### src/hw/asac_cfg.svh
// timing constants for the async sram host controller
// assumes a 100 MHz core clock; times in ns, counts derived by rounding
`ifndef ASAC_CFG_SVH
`define ASAC_CFG_SVH
`define ASAC_CLK_PERIOD_NS    10
`define ASAC_TRC_NS           10
`define ASAC_TWP_NS           7
`define ASAC_TWP_DRIVE_NS     10
`define ASAC_TDW_NS           5
`define ASAC_WRITE_RELEASE_DELAY_NS          5
`define ASAC_TOW_NS           3
`define ASAC_TOHZ_NS          5
`define ASAC_CEIL(t)          (((t) + `ASAC_CLK_PERIOD_NS - 1) / `ASAC_CLK_PERIOD_NS)
`define ASAC_RD_CYC           (`ASAC_CEIL(`ASAC_TRC_NS) + 1)
`define ASAC_WP_CYC           (`ASAC_CEIL(`ASAC_TWP_NS))
`define ASAC_WP_DRIVE_CYC     (`ASAC_CEIL(`ASAC_TWP_DRIVE_NS))
`define ASAC_TURN_CYC         (`ASAC_CEIL(`ASAC_TOHZ_NS))
`define ASAC_ADDR16_W         16
`define ASAC_ADDR8_W          17
`endif

### src/hw/asac_pkg.sv
// types shared by the async sram host controller files
// assumes asac_cfg.svh for numeric constants
package asac_pkg;
    typedef enum logic [4:0] {
        ASAC_IDLE  = 5'h01,
        ASAC_RD    = 5'h02,
        ASAC_WR    = 5'h04,
        ASAC_WEND  = 5'h08,
        ASAC_TURN  = 5'h10
    } asac_state_t;
endpackage

### src/hw/asac_tmr_if.sv
// timer load/expire carrier between controller and cycle timer
// assumes a single core clock domain
`timescale 1ns/100ps
interface asac_tmr_if;
    logic       load;
    logic [3:0] count;
    logic       done;
    modport ctl (output load, output count, input done);
    modport tmr (input load, input count, output done);
endinterface

### src/hw/asac_timer.sv
// cycle down-counter: load a count, done stays high while the count sits at zero
// assumes loads come from logic on core_clk
`timescale 1ns/100ps
module asac_timer (
    input  wire logic core_clk,
    input  wire logic rst_b,
    asac_tmr_if.tmr   tmr
);
    logic [3:0] cnt_r;

    always_ff @(posedge core_clk or negedge rst_b) begin
        if (!rst_b) begin
            cnt_r <= 4'h0;
        end else if (tmr.load) begin
            cnt_r <= tmr.count;
        end else if (cnt_r != 4'h0) begin
            cnt_r <= cnt_r - 4'h1;
        end
    end

    // done must not depend on load: the controller builds load from done
    assign tmr.done = (cnt_r == 4'h0);
endmodule

### src/hw/asac_host.sv
// host controller for a 64Kx16 / 128Kx8 asynchronous static memory
// assumes requests from core_clk logic; memory pins are asynchronous
// Behaviour
// [RL1] chip select high: memory tri-states and ignores other controls
// [RL2] select low, strobe and output enable high: no transfer
// [RL3] byte mode read: select low, strobe high, output enable low
// [RL4] byte mode write: select low, strobe low, output enable ignored
// [RL5] word mode read drives only lanes whose lane control is low
// [RL6] word mode write stores only lanes whose lane control is low
// [RL7] write happens only while select, strobe and lane control all low
// [RL8] write starts at the later of select or strobe falling
// [RL9] write ends at first of select or strobe rising; data captured there
// [RL10] select falling with or after strobe keeps memory outputs released
// [RL11] output enable low at write start: memory releases bus shortly after
// [RL12] write end under read conditions: memory redrives new address data
// [RL13] output enable high during strobe allows short pulse, else full cycle
// [RL14] address valid by write start and held until write end
// [RL15] address changes only after write end
// [RL16] host never drives data bus while memory may drive it
// [RL17] read address valid no later than select falling
// [RL18] lane controls exist only in word organisation
// [RL19] word organisation uses 16-bit word address
// [RL20] byte organisation uses 17-bit byte address
// [RL21] word mode with both lane controls high: nothing stored or driven
// [RL22] memory retains data; read returns last written value
`timescale 1ns/100ps
`include "asac_cfg.svh"
module asac_host
    import asac_pkg::*;
#(
    parameter bit WORD_MODE = 1'b1,
    parameter int DW        = WORD_MODE ? 16 : 8,
    parameter int AW        = WORD_MODE ? `ASAC_ADDR16_W : `ASAC_ADDR8_W,
    parameter int BW        = WORD_MODE ? 2 : 1
) (
    input  wire logic          core_clk,
    input  wire logic          rst_b,
    input  wire logic          req_valid,
    output logic               req_ready,
    input  wire logic          req_write,
    input  wire logic [AW-1:0] req_addr,
    input  wire logic [DW-1:0] req_wdata,
    input  wire logic [BW-1:0] req_lane_n,
    input  wire logic          req_oe_low,
    output logic               rsp_valid,
    output logic [DW-1:0]      rsp_rdata,
    output logic [AW-1:0]      mem_addr,
    output logic               mem_cs_n,
    output logic               mem_we_n,
    output logic               mem_oe_n,
    output logic [BW-1:0]      mem_lane_n,
    input  wire logic [DW-1:0] mem_dq_i,
    output logic [DW-1:0]      mem_dq_o,
    output logic               mem_dq_oe
);
    asac_state_t     state_r, state_nxt;
    logic [AW-1:0]   addr_r;
    logic [DW-1:0]   wdata_r;
    logic [DW-1:0]   dq_s1_r, dq_s2_r;
    logic [BW-1:0]   lane_r;
    logic            cs_n_r, we_n_r, oe_n_r, dq_oe_r, oe_low_r;
    logic            rsp_valid_r;
    logic [DW-1:0]   rdata_r;
    asac_tmr_if      tif();

    asac_timer u_timer (
        .core_clk (core_clk),
        .rst_b    (rst_b),
        .tmr      (tif)
    );

    wire accept    = req_valid && (state_r == ASAC_IDLE);
    wire tmr_done  = tif.done;
    // lane mask: byte mode has a single always-enabled lane  see [RL18]
    wire [BW-1:0] lane_sel = WORD_MODE ? req_lane_n : {BW{1'b0}};
    // strobe count becomes ASAC_WP_DRIVE_CYC when output enable stays low; at 100 MHz both counts are 1  see [RL13]
    wire [3:0] wp_cnt = req_oe_low ? 4'(`ASAC_WP_DRIVE_CYC) : 4'(`ASAC_WP_CYC);

    assign req_ready = (state_r == ASAC_IDLE);
    assign tif.load  = accept || (state_r == ASAC_WR && tmr_done)
                     || (state_r == ASAC_RD && tmr_done);
    assign tif.count = accept ? (req_write ? wp_cnt : 4'(`ASAC_RD_CYC))
                     : 4'(`ASAC_TURN_CYC);

    always_comb begin
        state_nxt = state_r;
        unique case (state_r)
            ASAC_IDLE: if (req_valid) state_nxt = req_write ? ASAC_WR : ASAC_RD;
            ASAC_RD:   if (tmr_done) state_nxt = ASAC_TURN;
            ASAC_WR:   if (tmr_done) state_nxt = ASAC_WEND;
            ASAC_WEND: state_nxt = ASAC_TURN;
            ASAC_TURN: if (tmr_done) state_nxt = ASAC_IDLE;
        endcase
    end

    always_ff @(posedge core_clk or negedge rst_b) begin
        if (!rst_b) state_r <= ASAC_IDLE;
        else        state_r <= state_nxt;
    end

    // address, lanes and data held for the whole access  see [RL14] [RL15] [RL17]
    always_ff @(posedge core_clk or negedge rst_b) begin
        if (!rst_b) begin
            addr_r   <= '0;
            wdata_r  <= '0;
            lane_r   <= '1;
            oe_low_r <= 1'b0;
        end else if (accept) begin
            addr_r   <= req_addr;
            wdata_r  <= req_wdata;
            lane_r   <= lane_sel;
            oe_low_r <= req_oe_low && req_write;
        end
    end

    // write: select and strobe fall together, so memory never drives  see [RL8] [RL10]
    // strobe rises first and ends the write  see [RL9] [RL7]
    wire cs_n_nxt  = !(state_nxt == ASAC_RD || state_nxt == ASAC_WR
                     || state_nxt == ASAC_WEND);
    wire we_n_nxt  = !(state_nxt == ASAC_WR);
    wire oe_n_nxt  = !(state_nxt == ASAC_RD || (state_nxt == ASAC_WR
                     && (accept ? req_oe_low : oe_low_r)));
    // host drives data during the strobe and one cycle after it, in ASAC_WEND  see [RL16] [RL11]
    wire dq_oe_nxt = (state_nxt == ASAC_WR) || (state_nxt == ASAC_WEND);

    always_ff @(posedge core_clk or negedge rst_b) begin
        if (!rst_b) begin
            cs_n_r  <= 1'b1;
            we_n_r  <= 1'b1;
            oe_n_r  <= 1'b1;
            dq_oe_r <= 1'b0;
        end else begin
            cs_n_r  <= cs_n_nxt;  // see [RL1] [RL2]
            we_n_r  <= we_n_nxt;  // see [RL4]
            oe_n_r  <= oe_n_nxt;  // see [RL3]
            dq_oe_r <= dq_oe_nxt;
        end
    end

    // pins of the memory are asynchronous: two stages before use
    always_ff @(posedge core_clk or negedge rst_b) begin
        if (!rst_b) begin
            dq_s1_r <= '0;
            dq_s2_r <= '0;
        end else begin
            dq_s1_r <= mem_dq_i;
            dq_s2_r <= dq_s1_r;
        end
    end

    // sample read data at end of read; unselected lanes read zero  see [RL5] [RL21] [RL22]
    wire [DW-1:0] lane_mask;
    genvar g;
    generate
        for (g = 0; g < BW; g++) begin : g_lane
            assign lane_mask[g*8 +: 8] = {8{!lane_r[g]}};
        end
    endgenerate
    wire rd_done = (state_r == ASAC_RD) && tmr_done;

    always_ff @(posedge core_clk or negedge rst_b) begin
        if (!rst_b) begin
            rsp_valid_r <= 1'b0;
            rdata_r     <= '0;
        end else begin
            rsp_valid_r <= rd_done;
            if (rd_done) rdata_r <= dq_s2_r & lane_mask;
        end
    end

    assign rsp_valid  = rsp_valid_r;
    assign rsp_rdata  = rdata_r;
    assign mem_addr   = addr_r;           // see [RL19] [RL20]
    assign mem_cs_n   = cs_n_r;
    assign mem_we_n   = we_n_r;
    assign mem_oe_n   = oe_n_r;
    assign mem_lane_n = lane_r;           // see [RL6]
    assign mem_dq_o   = wdata_r;
    assign mem_dq_oe  = dq_oe_r;
endmodule

### config.mk
export PLATFORM = sky130hd
export DESIGN_NAME = asac_host
export DESIGN_NICKNAME = d
export VERILOG_FILES = /design/src/hw/asac_pkg.sv /design/src/hw/asac_tmr_if.sv /design/src/hw/asac_timer.sv /design/src/hw/asac_host.sv
export VERILOG_INCLUDE_DIRS = /design/src /design/src/hw
export SDC_FILE = /design/constraint.sdc
export NUM_CORES = 1
export LEC_CHECK = 0
export ABC_CLOCK_PERIOD_IN_PS = 2500
export BUFFER_PORTS_ARGS = -buffer_cell sky130_fd_sc_hd__buf_2
export CORE_AREA = 2 2 88 90
export DETAILED_ROUTE_END_ITERATION = 6
export DIE_AREA = 0 0 90 92
export GPL_TIMING_DRIVEN = 0
export HOLD_SLACK_MARGIN = 0.12
export PLACE_DENSITY_LB_ADDON = 0.25
export SKIP_LAST_GASP = 1
export SLEW_MARGIN = 10
export SYNTH_ARGS = -nofsm -noshare
export SYNTH_HDL_FRONTEND = slang
export SYNTH_SLANG_ARGS = --single-unit
### constraint.sdc
create_clock -name core_clk -period 2.5 [get_ports core_clk]
set_input_delay 0.5 -clock core_clk [delete_from_list [all_inputs] [get_ports core_clk]]
set_output_delay 0.5 -clock core_clk [all_outputs]
set_load 0.05 [all_outputs]
==> flow_metrics.tcl <==
set metrics [dict create \
    maxCapViolCount 0 \
    p_leak_nw 2.33 \
    worstSkewPairLatency_ns 0.35 \
    antennaDiodeCount 0 \
    routed_wl_um 6950 \
    finalCritPeriodShare_pct 94.9 \
    ant_nets 0 \
    avgViaCountPerCell 4.90 \
    die_h_um 92 \
    cp.required_ns 2.78 \
    coreArea_um2 7450 \
    start_util_pct 49.3 \
    max-slew-margin-rel_pct 59.6 \
    postCtsResizedCells 0 \
    cp-start-kind "flip-flop" \
    place_ws_ns 0.0641 \
    dpl.hpwl_um 5050 \
    slowest_stage "dfrtp_1" \
    yosys-top-cells-area "dfrtp_1, mux2_1, dfstp_2" \
    crit_buf_inv 2 \
    final-setup-viol-count 0 \
    die_x_um 90 \
    dr.first_iter.drc_count 79 \
    crit-reg2reg-capture "mem_cs_n" \
    cts_max_path_buffers 2 \
    grt_overflow 0 \
    ys.flop_type "dfrtp_1" \
    grt_pass1_vias 2483 \
    port_buffers 109 \
    slew_viol_final 0 \
    peakVddDrop_mv 0.772 \
    antenna_found_initial 0 \
    worst-path-max-fanout 9 \
    worst_slew_pin_slew_ns 0.605 \
    cts_buffers 9 \
    worstPathCellList "inv_2 > ha_1 > or3b_1 > buf_4 > or3_4 > o311ai_4 > nand2_2 > xor2_1 > o21a_1" \
    syn_area_um2 3670 \
    nFillCells 650 \
    multiInputGateArea_um2 1170 \
    end_kind "flip-flop" \
    ys_types 42 \
    period_minus_slack_ns 2.37 \
    cts_max_level 3 \
    layout_commonest_cell "buf_2" \
    post-route-drc-count 0 \
    crit_type "reg2reg" \
    routabilityCongestion 0.855 \
    skew_ns 0.0126 \
    setup_ws_ns 0.128 \
    power_density_nw_per_um2 1300 \
    gr-usage-all-layers_pct 18.3 \
    cp_top_family "simple AND/OR/NAND/NOR gates" \
    hold_viol_final 0 \
    seqCellArea_um2 2430 \
    fin_nets 453 \
    syn_avg_cell_area_um2 13.4 \
    post-cts-setup-buffer-count 0 \
    power_mw 5.96 \
    drt-wirelength-per-cell_um 13.8 \
    synthDominantCellAreaShare_pct 62.0 \
    row_count 32 \
    via_count 2463 \
    syn_nets 332 \
    root_buffer "clkbuf_8" \
    fmax_ghz 0.422 \
    grt_first_pass_wirelength_um 11900 \
    synth-seq-cells 97 \
    clock-sinks 97 \
    rsz0062_at_grt "false" \
    seq_area_frac_synth_pct 66.3 \
    ys_warn_count 0 \
    io_pins 111 \
    rrSetupSlack_ns 0.13 \
    final_cell_mix "buf_2, dfrtp_1, mux2_1, nand2_1, o21ai_1" \
    drive_above_1_share_pct 36.2 \
    ff2ff_path_depth 9 \
    synth_edf_count 0 \
    status "finished clean" \
    dieArea_um2 8280 \
    firstDrtPassIters 4 \
    clk_pin_slew_ns 0.09 \
    holdBufCountCts 0 \
    timing.rr.start "u_timer.cnt_r[0]" \
    synth_top_area_cell "dfrtp_1" \
    area_growth_syn_to_layout_pct 24.8 \
    finalHoldWorstSlack_ns 0.143 \
    worst_hold_path_type "in2async" \
    async_reset_ff_share_pct 100 \
    synth_cells 275 \
    cp.arrival_ns 2.66 \
    cts_tree "done" \
    tns_ns 0 \
    slowest_delay_ns 0.41 \
    grt_max_degree 52 \
]
==> area by class of cell <==
class	instances	area share, %
Buffer	14	1.34
Clock buffer	12	3.39
Clock inverter	4	0.792
Inverter	6	0.491
Multi-Input combinational cell	158	25.5
Sequential cell	97	53.1
Tap cell	102	2.78
Timing Repair Buffer	110	12.6
==> synth_stat cells (3+ instances only) <==
cell type and n:
clkbuf_1 6, mux2_1 35, nor3_1 5, nand2b_1 18, dfstp_2 6, nand2_1 26
inv_1 5, o211ai_1 3, xor2_1 3, a21oi_1 3, nor2_1 11, dfrtp_1 91
buf_2 5, nand3_1 4, buf_1 3, o21ai_1 19
==> state kept, by name (all words and copies together) (netlist names) <==
signal	cells
dq_s1_r	16
dq_s2_r	16
mem_addr	16
mem_cs_n	1
mem_dq_o	16
mem_dq_oe	1
mem_lane_n	2
mem_oe_n	1
mem_we_n	1
oe_low_r	1
rsp_rdata	16
rsp_valid	1
state_r	5
u_timer.cnt_r	4
==> metal layers <==
metal	track usage, %	part of all wire (%)	wire [µm]	up-vias
li1	-	-	-	1180
met1	23.9	45	3100	1187
met2	28.0	47	3290	92
met3	6.74	7.3	510	4
met4	7.18	0.72	50	0
met5	0	0	0	-
==> worst max-delay path by stage <==
stage | from | endpoint | slack, ns | depth (start not counted)
3_5_place_dp | u_timer.cnt_r[0] | mem_oe_n | 0.06 | 8
4_1_cts | u_timer.cnt_r[0] | mem_oe_n | 0.05 | 8
3_3_place_gp | rst_b | mem_addr[11] | 0.03 | 1
6_report | u_timer.cnt_r[0] | mem_cs_n | 0.13 | 9
5_1_grt | u_timer.cnt_r[1] | mem_cs_n | 0.006 | 9
2_1_floorplan | state_r[0] | mem_addr[0] | 0.23 | 6
==> power breakdown <==
| group | internal (mW) | switching (mW) |
|---|---|---|
| logic | 0.767 | 1.96 |
| registers | 2.03 | 0.248 |
| clock network | 0.427 | 0.528 |
| total | 3.23 | 2.73 |
==> metrics by stage <==
| stage | cell area [µm²] | utilization [%] | std cells |
|---|---|---|---|
| after floorplan | 3670 | - | 275 |
| after global placement | 4350 | 58.4 | 486 |
| after detailed placement | 4380 | 58.8 | 487 |
| after CTS | 4570 | 61.3 | 503 |
| after global routing | 4580 | 61.5 | 503 |
| final | 4580 | 61.5 | 503 |
==> worst reg2reg max path, stage by stage (launching register included) <==
cell and delay (ns):
dfrtp_1 0.41, inv_2 0.08, ha_1 0.17, or3b_1 0.34
buf_4 0.17, or3_4 0.36, o311ai_4 0.29, nand2_2 0.14
xor2_1 0.19, o21a_1 0.17
==> kinds of logic after synthesis <==
kind of cell,after synthesis,synth area share (%)
mux,37,11.3
buf+inv,20,2.21
compound gates,39,8.04
flops,97,66.3
simple gates,77,10.8
xor+xnor,3,0.715
fa+ha+maj,2,0.681
Note: power is estimated with default switching activity, not from simulation.
